<file path="config.mk">
export PLATFORM = sky130hd
export DESIGN_NAME = burner_sequencer
export DESIGN_NICKNAME = d
export VERILOG_FILES = /design/src/design/seq_pkg.sv /design/src/design/burner_sequencer.sv /design/src/design/sec_tick.sv /design/src/design/axil_regs.sv
export SDC_FILE = /design/constraint.sdc
export NUM_CORES = 1
export LEC_CHECK = 0
export BUFFER_PORTS_ARGS = -buffer_cell sky130_fd_sc_hd__buf_2
export CORE_MARGIN = 10
export CORE_UTILIZATION = 55
export DETAILED_ROUTE_END_ITERATION = 10
export PLACE_DENSITY = 0.78
export SKIP_LAST_GASP = 1
export SLEW_MARGIN = 20
export SYNTH_ARGS = -nofsm -noshare
export SYNTH_HDL_FRONTEND = slang
export SYNTH_SLANG_ARGS = --single-unit
</file>
<file path="constraint.sdc">
create_clock -name ref_clk -period 6.2 [get_ports ref_clk]
set_clock_uncertainty 0.15 [all_clocks]
set_input_delay 1.24 -clock ref_clk [delete_from_list [all_inputs] [get_ports ref_clk]]
set_output_delay 1.24 -clock ref_clk [all_outputs]
set_load 0.1 [all_outputs]
</file>
<file path="src/design/seq_pkg.sv">
// Purpose: Shared constants for the ignition, run and post-purge sequencer.
// Assumes: 10 MHz reference clock; all phase timing counted in whole seconds.
// Notes:   Register offsets are byte addresses of aligned 32-bit words.
package seq_pkg;
  localparam int unsigned CLK_HZ            = 10_000_000;
  localparam int unsigned TICK_PERIOD_S     = 1;
  localparam int unsigned TICK_CYCLES       = CLK_HZ * TICK_PERIOD_S;
  localparam int unsigned SEC_W             = 12;
  localparam logic [SEC_W-1:0] PILOT_LONG_S   = 12'd10;
  localparam logic [SEC_W-1:0] PILOT_SHORT_S  = 12'd4;
  localparam logic [SEC_W-1:0] SPARK_END_S    = 12'd5;
  localparam logic [SEC_W-1:0] PILOT_OFF_S    = 12'd10;
  localparam logic [SEC_W-1:0] MV2_PILOT_S    = 12'd15;
  localparam logic [SEC_W-1:0] MAIN_VP_S      = 12'd10;
  localparam logic [SEC_W-1:0] MAIN_PLAIN_S   = 12'd15;
  localparam logic [SEC_W-1:0] DSI_MAIN_S     = 12'd4;
  localparam logic [SEC_W-1:0] STAB_S         = 12'd10;
  localparam logic [SEC_W-1:0] PII_WAIT_S     = 12'd5;
  localparam logic [SEC_W-1:0] POST_DEF_S     = 12'd15;
  localparam logic [SEC_W-1:0] POST_MAX_S     = 12'd3960;
  localparam logic [7:0]  CTRL_OFFSET   = 8'h00;
  localparam logic [7:0]  POST_OFFSET   = 8'h04;
  localparam logic [7:0]  STATUS_OFFSET = 8'h08;
  localparam int unsigned CTRL_RUN_BIT    = 0;
  localparam int unsigned CTRL_VP_BIT     = 1;
  localparam int unsigned CTRL_AFTER_BIT  = 2;
  localparam logic [1:0]  RESP_OKAY   = 2'h0;
  localparam logic [1:0]  RESP_SLVERR = 2'h2;
  typedef enum logic [3:0] {
    ST_IDLE, ST_WAIT_LOW_FIRE, ST_PILOT, ST_MAIN, ST_DSI_MAIN, ST_RUN,
    ST_POSTPURGE, ST_SHUTDOWN, ST_LOCKOUT
  } phase_e;
endpackage : seq_pkg

</file>
<file path="src/design/burner_sequencer.sv">
// Purpose: Ignition trial, run and post-purge sequencing for one burner.
// Assumes: Inputs synchronous to ref_clk; timing in whole one-second ticks.
// Notes:   Software starts a cycle via the control register run bit.
//
// Summary of operation
// Valve proving runs direct spark unless jumper removed.
// Plain demand: pilot, ignition, second valve on.
// Plain demand: second valve pilot lasts 15 s.
// Pilot/ignition output interrupted after ten seconds.
// Low-fire switch opening in pilot trips shutdown.
// Pre-ignition interlock ignored during ignition trial.
// Flame proven by 10 s, 4 s short.
// Ignition output off five seconds into pilot.
// Flame proven: first valve on, second if proving.
// Pilot/ignition off 10 s after first valve.
// No proving: second valve off after 15 s.
// Direct spark: ignition and both valves together.
// Direct spark: flame at 4 s, else lockout.
// Proving without direct spark: main period 10 s.
// Run holds ten seconds, then releases modulation.
// Run lasts until active demand opens.
// Blower held for programmable post-purge time.
// Post-purge start: valves off, motor to low.
// Interlock must close five seconds after demand.
// Proving test during post-purge, then finish time.
// Trial waits for low-fire switch at low fire.
// One-second tick; reset idles all outputs off.
`timescale 1ns/1ps
module burner_sequencer #(
  parameter int unsigned TICK_CYCLES = seq_pkg::TICK_CYCLES
) (
  input  wire logic        ref_clk,
  input  wire logic        rst_n,
  input  wire logic        demand_plain,
  input  wire logic        demand_proving,
  input  wire logic        flame_proven,
  input  wire logic        low_fire_switch,
  input  wire logic        preign_interlock,
  input  wire logic        short_trial_jumper,
  input  wire logic        spark_direct_jumper,
  input  wire logic        proving_test_done,
  input  wire logic [7:0]  awaddr,
  input  wire logic        awvalid,
  output logic             awready,
  input  wire logic [31:0] wdata,
  input  wire logic [3:0]  wstrb,
  input  wire logic        wvalid,
  output logic             wready,
  output logic [1:0]       bresp,
  output logic             bvalid,
  input  wire logic        bready,
  input  wire logic [7:0]  araddr,
  input  wire logic        arvalid,
  output logic             arready,
  output logic [31:0]      rdata,
  output logic [1:0]       rresp,
  output logic             rvalid,
  input  wire logic        rready,
  output logic             pilot_ign_out,
  output logic             ignition_out,
  output logic             first_main_valve,
  output logic             second_main_valve,
  output logic             blower_out,
  output logic             motor_low_fire,
  output logic             motor_modulate,
  output logic             proving_test_req,
  output logic             safety_shutdown,
  output logic             lockout
);
  import seq_pkg::*;

  // ----------
  // Register file and timebase
  // ----------
  logic [2:0]       ctrl_reg;
  logic [SEC_W-1:0] post_reg;
  logic [31:0]      status;
  logic             tick;
  logic             restart;
  phase_e           phase_reg;
  phase_e           phase_next;
  logic [SEC_W-1:0] secs_reg;
  logic [SEC_W-1:0] pii_secs_reg;
  logic             proving_done_reg;
  logic             pii_fault_reg;

  axil_regs u_regs (
    .ref_clk,
    .rst_n,
    .awaddr,
    .awvalid,
    .awready,
    .wdata,
    .wstrb,
    .wvalid,
    .wready,
    .bresp,
    .bvalid,
    .bready,
    .araddr,
    .arvalid,
    .arready,
    .rdata,
    .rresp,
    .rvalid,
    .rready,
    .status,
    .ctrl_reg,
    .post_reg
  );

  sec_tick #(.CYCLES(TICK_CYCLES)) u_tick (
    .ref_clk,
    .rst_n,
    .restart,
    .tick
  );

  // ----------
  // Mode decode
  // ----------
  logic vp_mode;
  logic dsi_mode;
  logic demand;
  logic [SEC_W-1:0] pilot_len;
  logic [SEC_W-1:0] main_len;

  assign vp_mode   = ctrl_reg[CTRL_VP_BIT];
  assign dsi_mode  = vp_mode && spark_direct_jumper;
  assign demand    = vp_mode ? demand_proving : demand_plain;
  assign pilot_len = short_trial_jumper ? PILOT_SHORT_S : PILOT_LONG_S;
  assign main_len  = vp_mode ? MAIN_VP_S : MAIN_PLAIN_S;
  assign restart   = (phase_next != phase_reg);
  assign status    = {16'h0, 4'(phase_reg), 6'h0, pii_fault_reg, flame_proven,
                      low_fire_switch, lockout, safety_shutdown, first_main_valve};

  function automatic logic reached(input logic [SEC_W-1:0] secs, input logic [SEC_W-1:0] limit, input logic t);
    reached = t && (secs + 12'd1 >= limit);
  endfunction : reached

  // ----------
  // Phase sequencing
  // ----------
  always_comb begin
    phase_next = phase_reg;
    unique case (phase_reg)
      ST_IDLE:
        if (ctrl_reg[CTRL_RUN_BIT] && demand) phase_next = ST_WAIT_LOW_FIRE;
      ST_WAIT_LOW_FIRE: begin
        if (!demand) phase_next = ST_IDLE;
        else if (low_fire_switch) phase_next = dsi_mode ? ST_DSI_MAIN : ST_PILOT;
      end
      ST_PILOT: begin
        if (!low_fire_switch) phase_next = ST_SHUTDOWN;
        else if (reached(secs_reg, pilot_len, tick))
          phase_next = flame_proven ? ST_MAIN : ST_SHUTDOWN;
      end
      ST_MAIN: begin
        if (!flame_proven) phase_next = ST_SHUTDOWN;
        else if (reached(secs_reg, main_len, tick)) phase_next = ST_RUN;
      end
      ST_DSI_MAIN:
        if (reached(secs_reg, DSI_MAIN_S, tick))
          phase_next = flame_proven ? ST_RUN : ST_LOCKOUT;
      ST_RUN: begin
        if (!flame_proven) phase_next = ST_SHUTDOWN;
        else if (!demand) phase_next = ST_POSTPURGE;
      end
      ST_POSTPURGE:
        if (secs_reg >= post_reg && (proving_done_reg || !ctrl_reg[CTRL_AFTER_BIT] || !vp_mode))
          phase_next = ST_IDLE;
      ST_SHUTDOWN:
        if (!ctrl_reg[CTRL_RUN_BIT]) phase_next = ST_IDLE;
      ST_LOCKOUT:
        phase_next = ST_LOCKOUT;
      default: phase_next = ST_IDLE;
    endcase
  end

  always_ff @(posedge ref_clk or negedge rst_n) begin
    if (!rst_n) phase_reg <= ST_IDLE;
    else phase_reg <= phase_next;
  end

  always_ff @(posedge ref_clk or negedge rst_n) begin
    if (!rst_n) secs_reg <= 12'd0;
    else if (restart) secs_reg <= 12'd0;
    else if (tick && secs_reg != POST_MAX_S) secs_reg <= secs_reg + 12'd1;
  end

  // Interlock watch after demand opens; the ignition trial never looks at it.
  always_ff @(posedge ref_clk or negedge rst_n) begin
    if (!rst_n) begin
      pii_secs_reg  <= 12'd0;
      pii_fault_reg <= 1'b0;
    end else if (phase_reg == ST_POSTPURGE) begin
      if (tick && pii_secs_reg != PII_WAIT_S) pii_secs_reg <= pii_secs_reg + 12'd1;
      if (pii_secs_reg == PII_WAIT_S && !preign_interlock) pii_fault_reg <= 1'b1;
    end else begin
      pii_secs_reg <= 12'd0;
      if (phase_reg == ST_WAIT_LOW_FIRE) pii_fault_reg <= 1'b0;
    end
  end

  always_ff @(posedge ref_clk or negedge rst_n) begin
    if (!rst_n) proving_done_reg <= 1'b0;
    else if (phase_reg != ST_POSTPURGE) proving_done_reg <= 1'b0;
    else if (proving_test_done) proving_done_reg <= 1'b1;
  end

  // ----------
  // Output drives
  // ----------
  always_ff @(posedge ref_clk or negedge rst_n) begin
    if (!rst_n) begin
      pilot_ign_out     <= 1'b0;
      ignition_out      <= 1'b0;
      first_main_valve  <= 1'b0;
      second_main_valve <= 1'b0;
      blower_out        <= 1'b0;
      motor_low_fire    <= 1'b0;
      motor_modulate    <= 1'b0;
      proving_test_req  <= 1'b0;
      safety_shutdown   <= 1'b0;
      lockout           <= 1'b0;
    end else begin
      pilot_ign_out     <= 1'b0;
      ignition_out      <= 1'b0;
      first_main_valve  <= 1'b0;
      second_main_valve <= 1'b0;
      blower_out        <= 1'b0;
      motor_low_fire    <= 1'b0;
      motor_modulate    <= 1'b0;
      proving_test_req  <= 1'b0;
      safety_shutdown   <= 1'b0;
      lockout           <= 1'b0;
      unique case (phase_next)
        ST_IDLE: ;
        ST_WAIT_LOW_FIRE: begin
          blower_out     <= 1'b1;
          motor_low_fire <= 1'b1;
        end
        ST_PILOT: begin
          blower_out        <= 1'b1;
          motor_low_fire    <= 1'b1;
          pilot_ign_out     <= 1'b1;
          ignition_out      <= (phase_reg != ST_PILOT) || (secs_reg < SPARK_END_S);
          second_main_valve <= 1'b1;
        end
        ST_MAIN: begin
          blower_out        <= 1'b1;
          motor_low_fire    <= 1'b1;
          first_main_valve  <= 1'b1;
          pilot_ign_out     <= (phase_reg != ST_MAIN) || (secs_reg < PILOT_OFF_S);
          second_main_valve <= vp_mode || (phase_reg != ST_MAIN) || (secs_reg < MV2_PILOT_S);
        end
        ST_DSI_MAIN: begin
          blower_out        <= 1'b1;
          motor_low_fire    <= 1'b1;
          ignition_out      <= 1'b1;
          first_main_valve  <= 1'b1;
          second_main_valve <= 1'b1;
        end
        ST_RUN: begin
          blower_out        <= 1'b1;
          first_main_valve  <= 1'b1;
          second_main_valve <= vp_mode || (phase_reg == ST_MAIN && secs_reg < MV2_PILOT_S);
          motor_low_fire    <= (phase_reg != ST_RUN) || (secs_reg < STAB_S);
          motor_modulate    <= (phase_reg == ST_RUN) && (secs_reg >= STAB_S);
        end
        ST_POSTPURGE: begin
          blower_out       <= 1'b1;
          motor_low_fire   <= 1'b1;
          proving_test_req <= vp_mode && ctrl_reg[CTRL_AFTER_BIT] && !proving_done_reg;
        end
        ST_SHUTDOWN: safety_shutdown <= 1'b1;
        ST_LOCKOUT:  lockout <= 1'b1;
        default: ;
      endcase
    end
  end
endmodule : burner_sequencer

</file>
<file path="src/design/sec_tick.sv">
// Purpose: One-second enable pulse derived from the reference clock.
// Assumes: Single clock domain.
// Notes:   Divider length is a parameter so simulation can shorten it.
`timescale 1ns/1ps
module sec_tick #(
  parameter int unsigned CYCLES = seq_pkg::TICK_CYCLES
) (
  input  wire logic ref_clk,
  input  wire logic rst_n,
  input  wire logic restart,
  output logic      tick
);
  import seq_pkg::*;
  logic [31:0] count_reg;
  always_ff @(posedge ref_clk or negedge rst_n) begin
    if (!rst_n) begin
      count_reg <= 32'h0;
      tick      <= 1'b0;
    end else if (restart || count_reg == CYCLES - 1) begin
      count_reg <= 32'h0;
      tick      <= !restart;
    end else begin
      count_reg <= count_reg + 32'h1;
      tick      <= 1'b0;
    end
  end
endmodule : sec_tick

</file>
<file path="src/design/axil_regs.sv">
// Purpose: AXI4-Lite slave holding control, post-purge time and status words.
// Assumes: One write and one read outstanding; writes answer one cycle after capture, reads on the capture edge.
// Notes:   Unmapped addresses answer SLVERR; reads of them return zero.
`timescale 1ns/1ps
module axil_regs (
  input  wire logic                 ref_clk,
  input  wire logic                 rst_n,
  input  wire logic [7:0]           awaddr,
  input  wire logic                 awvalid,
  output logic                      awready,
  input  wire logic [31:0]          wdata,
  input  wire logic [3:0]           wstrb,
  input  wire logic                 wvalid,
  output logic                      wready,
  output logic [1:0]                bresp,
  output logic                      bvalid,
  input  wire logic                 bready,
  input  wire logic [7:0]           araddr,
  input  wire logic                 arvalid,
  output logic                      arready,
  output logic [31:0]               rdata,
  output logic [1:0]                rresp,
  output logic                      rvalid,
  input  wire logic                 rready,
  input  wire logic [31:0]          status,
  output logic [2:0]                ctrl_reg,
  output logic [seq_pkg::SEC_W-1:0] post_reg
);
  import seq_pkg::*;
  logic [7:0]  aw_addr_reg;
  logic [31:0] w_data_reg;
  logic [3:0]  w_strb_reg;
  logic        have_aw_reg;
  logic        have_w_reg;
  logic [31:0] merged;

  always_comb begin
    merged = 32'h0;
    for (int i = 0; i < 4; i++) begin
      merged[i*8 +: 8] = w_strb_reg[i] ? w_data_reg[i*8 +: 8] : 8'h00;
    end
  end

  // Address and data are accepted independently, in either order.
  always_ff @(posedge ref_clk or negedge rst_n) begin
    if (!rst_n) begin
      have_aw_reg <= 1'b0;
      have_w_reg  <= 1'b0;
      aw_addr_reg <= 8'h00;
      w_data_reg  <= 32'h0;
      w_strb_reg  <= 4'h0;
      awready     <= 1'b1;
      wready      <= 1'b1;
      bvalid      <= 1'b0;
      bresp       <= RESP_OKAY;
      ctrl_reg    <= 3'h0;
      post_reg    <= POST_DEF_S;
    end else begin
      if (awvalid && awready) begin
        aw_addr_reg <= awaddr;
        have_aw_reg <= 1'b1;
        awready     <= 1'b0;
      end
      if (wvalid && wready) begin
        w_data_reg <= wdata;
        w_strb_reg <= wstrb;
        have_w_reg <= 1'b1;
        wready     <= 1'b0;
      end
      if (have_aw_reg && have_w_reg && !bvalid) begin
        bvalid <= 1'b1;
        bresp  <= RESP_OKAY;
        unique case (aw_addr_reg)
          CTRL_OFFSET: ctrl_reg <= merged[2:0];
          POST_OFFSET: begin
            // The low 12 bits of the post-purge time saturate at its documented maximum; higher bits are dropped.
            if (merged[SEC_W-1:0] > POST_MAX_S) post_reg <= POST_MAX_S;
            else post_reg <= merged[SEC_W-1:0];
          end
          STATUS_OFFSET: bresp <= RESP_OKAY;
          default: bresp <= RESP_SLVERR;
        endcase
      end
      if (bvalid && bready) begin
        bvalid      <= 1'b0;
        have_aw_reg <= 1'b0;
        have_w_reg  <= 1'b0;
        awready     <= 1'b1;
        wready      <= 1'b1;
      end
    end
  end

  always_ff @(posedge ref_clk or negedge rst_n) begin
    if (!rst_n) begin
      arready <= 1'b1;
      rvalid  <= 1'b0;
      rdata   <= 32'h0;
      rresp   <= RESP_OKAY;
    end else if (arvalid && arready) begin
      arready <= 1'b0;
      rvalid  <= 1'b1;
      rresp   <= RESP_OKAY;
      unique case (araddr)
        CTRL_OFFSET:   rdata <= {29'h0, ctrl_reg};
        POST_OFFSET:   rdata <= {{(32-SEC_W){1'b0}}, post_reg};
        STATUS_OFFSET: rdata <= status;
        default: begin
          rdata <= 32'h0;
          rresp <= RESP_SLVERR;
        end
      endcase
    end else if (rvalid && rready) begin
      rvalid  <= 1'b0;
      arready <= 1'b1;
    end
  end
endmodule : axil_regs

</file>
==> impl_metrics.env, run 1 <==
export IMPL_critical_path_arrival_ns=3.75
export IMPL_hpwl_um=11900
export IMPL_synthTopCellsByArea="dfrtp_1 (44%), ha_1 (4.1%), nand2_1 (4.1%)"
export IMPL_start_util=0.569
export IMPL_largest_reg_flops=32
export IMPL_cts_root_buf="clkbuf_16"
export IMPL_clock_sinks=135
export IMPL_first_pass_iters=5
export IMPL_rsz0062_at_grt="no"
export IMPL_cts_inserted_buffers=17
export IMPL_synth_top_family_by_area="simple AND/OR/NAND/NOR gates"
export IMPL_cap_violations=0
export IMPL_yosys_area_top_type_share=0.441
export IMPL_synth_xor_area_frac=0.0709
export IMPL_cts_hold_buffers=0
export IMPL_critPathLaunchType="register"
export IMPL_rows=41
export IMPL_antenna_cells=0
export IMPL_io_pin_count=118
export IMPL_placed_cell_area_um2=7730
export IMPL_num_vias=5729
export IMPL_synth_common_cells="dfrtp_1 (128), nand2_1 (80), nor2_1 (54)"
export IMPL_die_w_um=135
export IMPL_die_y_um=135
export IMPL_grt_pass1_wl_um=27800
export IMPL_yosysMostFrequentCell="dfrtp_1"
export IMPL_portBuffers=77
export IMPL_drive_above_1_share=0.196
export IMPL_ys_async_sr_fraction=1.00
export IMPL_grt_usage=0.186
export IMPL_clock_path_buffers=2
export IMPL_ys_warn_count=0
export IMPL_cp_max_fo=45
export IMPL_dieArea_um2=18200
export IMPL_grt_max_degree=65
export IMPL_path_clk_slew_ns=0.06
export IMPL_p_leak_nw=3.62
export IMPL_avgRoutedWirePerCell_um=16.4
export IMPL_synth_fa_ha_area_frac=0.0413
export IMPL_cts_tree="yes"
export IMPL_seq_area_um2=3390
export IMPL_timing_fmax_ghz=0.276
export IMPL_avgSynthCellArea_um2=9.77
export IMPL_ys_ff_latch=135
export IMPL_hold_class="reg -> reg"
export IMPL_synth_enable_flop_cells=0
export IMPL_route_detailed_drc=0
export IMPL_synth_compound_area_share=0.111
export IMPL_vias_per_cell=5.75
export IMPL_cts_setup_buffers=0
export IMPL_worst_pin_slew_ns=0.776
export IMPL_multiInputGateArea_um2=3550
export IMPL_cts_resized=0
export IMPL_setup_tns_ns=0
export IMPL_ys_flop_type="dfrtp_1"
export IMPL_coreArea_um2=12800
export IMPL_powerDensity_nw_per_um2=365
export IMPL_drt_total_wl_um=16400
export IMPL_final_min_clock_period_ns=3.63
export IMPL_first_iter_violations=545
export IMPL_ant_nets=0
export IMPL_gp_congestion=0.951
export IMPL_synthMuxAreaShare=0.0441
export IMPL_grt_pass1_vias=5761
export IMPL_relSlewSlack=0.483
export IMPL_design_area_um2=8250
export IMPL_worstSetupPathType="reg -> reg"
export IMPL_nNetsFinal=903
export IMPL_end_kind="register"
export IMPL_synthSimpleGateAreaFrac=0.209
export IMPL_clkLatencyLatePin_ns=0.42
export IMPL_fin_crit_sh=0.585
export IMPL_yosys_area_top_type="dfrtp_1"
export IMPL_fill_cells=1014
export IMPL_setup_viol=0
export IMPL_area_growth_pct=13.5
export IMPL_required_ns=6.33
export IMPL_hold_violations=0
export IMPL_overflow=0
export IMPL_h_tree_depth=4
export IMPL_ys_types=61
export IMPL_syn_area_um2=7270
export IMPL_syn_instance_count=744
export IMPL_slew_viol_final=0
export IMPL_synth_yosys_seq_area_share=0.466
export IMPL_status="completed"
export IMPL_antenna_found_initial=0
export IMPL_ir_worst_vdd_uv=461
layout by cell type (no fill, tap or decap), types with 7 or more instances in the layout:
cell type and count:
a21oi_1 21, a22o_1 13, a22oi_1 8, and3_1 10
buf_2 76, buf_4 8, clkbuf_16 17, conb_1 18
dfrtp_1 128, dfstp_2 7, ha_1 24, inv_1 35
mux2_2 24, nand2_1 80, nand2b_1 8, nand3_1 25
nand4_1 17, nor2_1 54, nor2b_1 10, nor3_1 45
nor4_1 13, nor4_2 9, o21ai_0 27, o31ai_1 8
xnor2_1 28, xor2_1 29
cell type report:
class / count / area share
clock buffer: 23 / 0.0567
clock inverter: 9 / 0.00637
inverter: 35 / 0.0159
multi-input combinational: 539 / 0.431
sequential: 135 / 0.411
tap: 172 / 0.0261
timing repair buffer: 84 / 0.0534
layer usage:
layer,GRT usage,vias up,part of all wire
met2,0.297,167,0.48
met1,0.237,2824,0.44
met5,0,-,0
met3,0.0564,20,0.065
met4,0.0568,0,0.013
li1,-,2718,-
power breakdown:
group | switching, W | leakage [nW] | total, W | internal, W
logic | 0.000660 | 1.59 | 0.000935 | 0.000275
clock network | 0.000362 | 0.252 | 0.000888 | 0.000526
registers | 0.000150 | 1.78 | 0.00119 | 0.00104
worst paths after layout:
| path | from | to | slack, ns | cells after the start |
|---|---|---|---|---|
| setup / recovery | secs_reg[1] | u_tick.count_reg[7] | 2.57 | 10 |
| hold / removal | u_regs.rdata[1] | u_regs.rdata[1] | 0.34 | 2 |
| setup reg to reg | secs_reg[1] | u_tick.count_reg[7] | 2.57 | 10 |
| hold reg to reg | u_regs.rdata[1] | u_regs.rdata[1] | 0.34 | 2 |
| max in group asynchronous | rst_n | pii_fault_reg | 4.31 | 2 |
| min in group asynchronous | rst_n | u_regs.have_w_reg | 0.54 | 1 |
cell families (layout without fill, tap and decap cells):
family	after synthesis	after routing
buffers and inverters	87	151
XOR/XNOR	58	58
multiplexers	29	29
AND/OR/NAND/NOR	295	295
AO/OA/AOI/OAI	115	115
adder cells (fa/ha/maj)	24	24
flip-flops	135	135
other	1	18
stage by stage:
stage	setup WS [ns]	instances	hold WS, ns	util	power, W
floorplan	2.91	761	0.297	-	0.00191
global placement	2.39	965	0.312	0.605	0.00209
detailed placement	2.27	965	0.319	0.605	0.00213
CTS	2.61	997	0.336	0.646	0.00303
global route	2.34	997	0.363	0.646	0.00317
finish	2.57	997	0.339	0.646	0.00301
critical path: stages, from the launching register on:
cell and delay (ns):
dfrtp_1 0.49, ha_1 0.32, nand2_1 0.10, xnor2_1 0.14, o41a_1 0.35, nor4_4 0.49
a21boi_2 0.14, a311oi_4 0.55, xnor2_4 0.16, buf_4 0.45, nor4_1 0.12
Note: power is estimated with default switching activity, not from simulation.
==> inputs of run 2 (changes only) <==
==> constraint.sdc (replaced) <==
create_clock -name ref_clk -period 3.45 [get_ports ref_clk]
set_clock_uncertainty 0.15 [all_clocks]
set_input_delay 0.69 -clock ref_clk [delete_from_list [all_inputs] [get_ports ref_clk]]
set_output_delay 0.69 -clock ref_clk [all_outputs]
set_load 0.1 [all_outputs]
==> run 2 against run 1 <==
Sequential share of layout area is 1.3 points lower. Total power rose by 94%. Count of clock-buffer cells in the layout fell by 2. Setup slack worse by 2.4 ns. Core utilization up 2.2 points. Clock power grew 120%. Register-to-register slack got worse by 2.4 ns. Routed wire length is 3.6% higher. Sequential power rose by 79%. Non-clock buffer count is 13 higher. Critical endpoint is now u_tick.count_reg[5]. Largest power group unchanged.
==> impl_metrics.env, run 2 (same netlist as run 1, synthesis figures left out) <==
export IMPL_status="completed"
export IMPL_setup_tns_ns=0
export IMPL_path_clk_slew_ns=0.06
export IMPL_first_pass_iters=5
export IMPL_critical_path_startpoint="secs_reg[6]"
export IMPL_hold_violations=0
export IMPL_rows=41
export IMPL_critPathLaunchType="register"
export IMPL_dieArea_um2=18200
export IMPL_grt_pass1_vias=5717
export IMPL_cap_violations=0
export IMPL_final_min_clock_period_ns=3.29
export IMPL_portBuffers=77
export IMPL_drt_total_wl_um=17000
export IMPL_cp_max_fo=45
export IMPL_nNetsFinal=916
export IMPL_clkLatencyLatePin_ns=0.42
export IMPL_setup_viol=0
export IMPL_grt_usage=0.192
export IMPL_clock_path_buffers=2
export IMPL_coreArea_um2=12800
export IMPL_drive_above_1_share=0.223
export IMPL_overflow=0
export IMPL_avgRoutedWirePerCell_um=16.8
export IMPL_relSlewSlack=0.431
export IMPL_h_tree_depth=4
export IMPL_antenna_cells=0
export IMPL_largest_reg_flops=32
export IMPL_fill_cells=954
export IMPL_slew_viol_final=0
export IMPL_r2r_cells=10
export IMPL_cts_root_buf="clkbuf_16"
export IMPL_first_iter_violations=562
export IMPL_area_growth_pct=17.4
export IMPL_design_area_um2=8530
export IMPL_endpoint="u_tick.count_reg[5]"
export IMPL_hpwl_um=11900
export IMPL_p_leak_nw=3.74
export IMPL_gp_congestion=0.930
export IMPL_required_ns=3.61
export IMPL_worst_pin_slew_ns=0.853
export IMPL_vias_per_cell=5.70
export IMPL_cts_hold_buffers=0
export IMPL_timing_fmax_ghz=0.304
export IMPL_route_detailed_drc=0
export IMPL_placed_cell_area_um2=7830
export IMPL_antenna_found_initial=0
export IMPL_end_kind="register"
export IMPL_r2r_setup_slack_ns=0.16
export IMPL_critical_path_arrival_ns=3.45
export IMPL_final_cell_mix="dfrtp_1 (123), nand2_1 (80), buf_2 (76)"
export IMPL_worstSetupPathType="reg -> reg"
export IMPL_r2r_end="u_tick.count_reg[5]"
export IMPL_cts_inserted_buffers=17
export IMPL_start_util=0.569
export IMPL_die_w_um=135
export IMPL_io_pin_count=118
export IMPL_clock_sinks=135
export IMPL_r2r_start="secs_reg[6]"
export IMPL_grt_max_degree=66
export IMPL_ir_worst_vdd_uv=743
export IMPL_mostFrequentLayoutCell="dfrtp_1"
export IMPL_num_vias=5762
export IMPL_die_y_um=135
export IMPL_ant_nets=0
export IMPL_hold_class="in -> async"
export IMPL_fin_crit_sh=0.954
export IMPL_powerDensity_nw_per_um2=686
export IMPL_grt_pass1_wl_um=28800
export IMPL_cts_tree="yes"
[run 2: changes by cell type in the layout (fill, tap and decap cells not counted), moves of 3 or more]
cell	delta
buf_12	+3
buf_4	+10
bufinv_16	+4
clkbuf_1	-3
clkinv_2	-4
clkinv_4	+3
dfrtp_1	-5
dfrtp_2	+5
[run 2: worst min path at each step]
| stage | to | cells after the start | slack, ns | startpoint |
|---|---|---|---|---|
| 2_1_floorplan | blower_out | 0 | 0.24 | rst_n |
| 3_3_place_gp | u_regs.rdata[1] | 2 | 0.31 | u_regs.rdata[1] |
| 3_5_place_dp | u_regs.rresp[1] | 2 | 0.32 | u_regs.rresp[1] |
| 4_1_cts | u_regs.have_w_reg | 1 | 0.25 | rst_n |
| 5_1_grt | u_regs.have_w_reg | 1 | 0.29 | rst_n |
| 6_report | u_regs.w_data_reg[8] | 1 | 0.21 | rst_n |
[run 2: layer usage]
metal	wire, µm	global-route usage
met1	7500	0.244
met2	8170	0.312
met3	1010	0.0460
met4	280	0.0712
met5	0	0
[run 2: what timing repair did]
| item | 4_1_cts | 5_1_grt |
|---|---|---|
| setup endpoints to repair | 0 | 50 |
| setup buffers | 0 | 4 |
| endpoints found under the hold margin | 0 | 0 |
| gates resized for setup | 0 | 9 |
[run 2: power breakdown]
group	switching, W	internal, W	total [W]	leakage (nW)
logic	0.00120	0.000566	0.00177	1.66
registers	0.000268	0.00186	0.00213	1.77
clock network	0.000678	0.00127	0.00194	0.309
total	0.00215	0.00370	0.00585	3.74
[run 2: per-stage QoR]
step | util | hold slack, ns | total power, W | setup WS (ns) | std cells
3_3_place_gp | 0.613 | 0.312 | 0.00384 | 0.201 | 974
5_1_grt | 0.668 | 0.289 | 0.00611 | -0.0158 | 1010
4_1_cts | 0.663 | 0.251 | 0.00586 | 0.0664 | 1006
6_report | 0.668 | 0.214 | 0.00585 | 0.160 | 1010
2_1_floorplan | - | 0.244 | 0.00344 | 0.474 | 761
3_5_place_dp | 0.613 | 0.321 | 0.00389 | 0.0952 | 974
[run 2: cell type report]
type / instances / area [µm²] / share of cell area
clock buffer: 21 / 470 / 0.0552
inverter: 35 / 131 / 0.0154
clock inverter: 11 / 171 / 0.0201
sequential: 135 / 3390 / 0.398
multi-input combinational: 539 / 3570 / 0.419
timing repair buffer: 97 / 576 / 0.0675
tap: 172 / 215 / 0.0252
[run 2: critical path, cell delays in order, from the launching register on]
cell and delay, ns:
dfrtp_1 0.49, nand4_2 0.21, or4_1 0.54, o211ai_1 0.15
nor4_4 0.08, buf_4 0.18, a2111o_1 0.40, nor4_2 0.26
o221ai_4 0.17, buf_12 0.21, nor4_1 0.31
==> inputs of run 3 (changes only) <==
==> constraint.sdc (replaced) <==
create_clock -name ref_clk -period 3.6 [get_ports ref_clk]
set_clock_uncertainty 0.15 [all_clocks]
set_input_delay 0.72 -clock ref_clk [delete_from_list [all_inputs] [get_ports ref_clk]]
set_output_delay 0.72 -clock ref_clk [all_outputs]
set_load 0.1 [all_outputs]
==> run 3 against run 2 <==
Cell area fell by 0.79%. Critical path depth fell by 1. Die area did not move. Register-to-register slack barely moved. Non-clock buffer count fell by 7. Worst hold slack improved by 0.028 ns. Clock power fell by 4%. Routed wire length rose by 0.57%. Sequential power fell by 4%. First-iteration DRC count fell by 16%. Setup slack improved by 0.013 ns. Largest power group unchanged.
==> impl_metrics.env, run 3 (same netlist as run 1, synthesis figures left out) <==
export IMPL_max_stage_delay_ns=0.56
export IMPL_p_comb_frac=0.303
export IMPL_drive_above_1_share=0.206
export IMPL_die_y_um=135
export IMPL_fin_crit_sh=0.952
export IMPL_final_min_clock_period_ns=3.43
export IMPL_die_w_um=135
export IMPL_critPathLaunchType="register"
export IMPL_avgRoutedWirePerCell_um=17.0
export IMPL_clock_path_buffers=2
export IMPL_cp_max_fo=10
export IMPL_final_cell_mix="dfrtp_1 (126), nand2_1 (80), buf_2 (76)"
export IMPL_hold_class="in -> async"
export IMPL_mostFrequentLayoutCell="dfrtp_1"
export IMPL_clock_sinks=135
export IMPL_p_seq_frac=0.366
export IMPL_nNetsFinal=909
export IMPL_rsz0062_at_grt="no"
export IMPL_io_pin_count=118
export IMPL_status="completed"
export IMPL_grt_max_degree=66
export IMPL_start_util=0.569
export IMPL_critical_path_arrival_ns=3.59
export IMPL_coreArea_um2=12800
export IMPL_clkLatencyLatePin_ns=0.42
export IMPL_grt_pass1_wl_um=28500
export IMPL_dieArea_um2=18200
export IMPL_vias_per_cell=5.74
export IMPL_route_detailed_drc=0
export IMPL_finalNonFillerCells=1003
export IMPL_antenna_found_initial=0
export IMPL_dp_cells=970
export IMPL_routed_wl_met3_um=1090
export IMPL_hold_violations=0
export IMPL_dr_wl_met2_um=8280
export IMPL_clkPwrFrac=0.332
export IMPL_timing_fmax_ghz=0.292
export IMPL_grt_pass1_vias=5812
export IMPL_rows=41
export IMPL_path_cells="nand3_2, or2_2, a22oi_1, nor4_4, buf_4, a2111o_1, or3_1, xnor2_1, a211oi_1"
export IMPL_gp_congestion=0.906
export IMPL_cts_hold_buffers=0
export IMPL_powerDensity_nw_per_um2=661
export IMPL_hpwl_um=12000
export IMPL_antenna_cells=0
export IMPL_slew_viol_final=0
export IMPL_cts_inserted_buffers=17
export IMPL_setup_viol=0
export IMPL_area_growth_pct=16.4
export IMPL_slowest_stage="dfrtp_1"
export IMPL_worst_pin_slew_ns=0.835
export IMPL_highest_layer="met4"
export IMPL_p_sw_w=0.00205
export IMPL_h_tree_depth=4
export IMPL_overflow=0
export IMPL_grt_usage=0.190
export IMPL_cap_violations=0
export IMPL_ir_worst_vdd_uv=516
export IMPL_relSlewSlack=0.443
export IMPL_cts_tree="yes"
export IMPL_num_vias=5762
export IMPL_end_kind="register"
export IMPL_setup_tns_ns=0
export IMPL_path_clk_slew_ns=0.06
export IMPL_cts_root_buf="clkbuf_16"
export IMPL_largest_reg_flops=32
export IMPL_first_iter_violations=473
export IMPL_required_ns=3.76
export IMPL_internal_power_w=0.00355
export IMPL_worstSetupPathType="reg -> reg"
export IMPL_p_leak_nw=3.71
export IMPL_met1_length_um=7430
export IMPL_ant_nets=0
export IMPL_first_pass_iters=5
export IMPL_portBuffers=77
export IMPL_p_sw_frac=0.365
export IMPL_drt_total_wl_um=17100
export IMPL_holdWs_ns=0.242
## run 3: changes by cell type in the layout (fill, tap and decap cells not counted)
cell / before / now
buf_4: 18 / 11
clkbuf_1: 1 / 4
clkbuf_8: 3 / 4
clkinv_2: 2 / 1
clkinv_4: 3 / 0
dfrtp_1: 123 / 126
dfrtp_2: 5 / 2
inv_1: 34 / 35
inv_2: 1 / 0
nor4_1: 12 / 13
nor4_2: 10 / 8
nor4_4: 1 / 2
xor2_1: 28 / 29
xor2_2: 1 / 0
## run 3: power by group through the flow
stage	combinational [W]	clock, W	sequential [W]
2_1_floorplan	0.000993	0	0.00230
3_3_place_gp	0.00163	0	0.00204
3_5_place_dp	0.00168	0	0.00206
4_1_cts	0.00169	0.00188	0.00204
5_1_grt	0.00183	0.00196	0.00208
6_report	0.00169	0.00186	0.00205
## run 3: worst paths after layout
check / to / startpoint / slack, ns / depth (start not counted)
worst max-delay path: ignition_out / secs_reg[2] / 0.17 / 9
worst min-delay path: u_regs.w_data_reg[8] / rst_n / 0.24 / 1
worst max register to register: ignition_out / secs_reg[2] / 0.17 / 9
worst min register to register: u_regs.rresp[1] / u_regs.rresp[1] / 0.34 / 2
max in group asynchronous: u_tick.count_reg[5] / rst_n / 2.25 / 2
min in group ref_clk: u_regs.arready / arvalid / 0.33 / 2
## run 3: metal layers
metal,GRT usage,up-vias
met5,0,-
met4,0.0658,0
met3,0.0508,27
met2,0.306,175
met1,0.240,2834
li1,-,2726
## run 3: through the flow
step	instance area (µm²)	total power, W	worst slack [ns]	util
6_report	8460	0.00560	0.173	0.662
5_1_grt	8460	0.00587	0.0119	0.662
4_1_cts	8440	0.00562	0.0440	0.660
3_5_place_dp	7800	0.00374	0.212	0.611
3_3_place_gp	7800	0.00367	0.350	0.611
2_1_floorplan	7330	0.00329	0.624	-
## run 3: layout make-up
cell class | count | area (µm²)
Multi-Input combinational cell | 539 | 3570
Inverter | 35 | 131
Timing Repair Buffer | 90 | 523
Sequential cell | 135 | 3390
Tap cell | 172 | 215
Clock inverter | 7 | 140
Fill cell | 976 | 4310
Clock buffer | 25 | 495
## run 3: critical path: cells and delay by family (launching register included)
kind	cells	cell delay, ns
buf+inv	1	0.17
flops	1	0.56
simple gates	4	1.19
compound gates	3	1.02
xor+xnor	1	0.22
## run 3: what timing repair did
action	in CTS	in global routing
gates resized for setup	0	4
buffers inserted	0	1
endpoints found under the setup margin	0	45
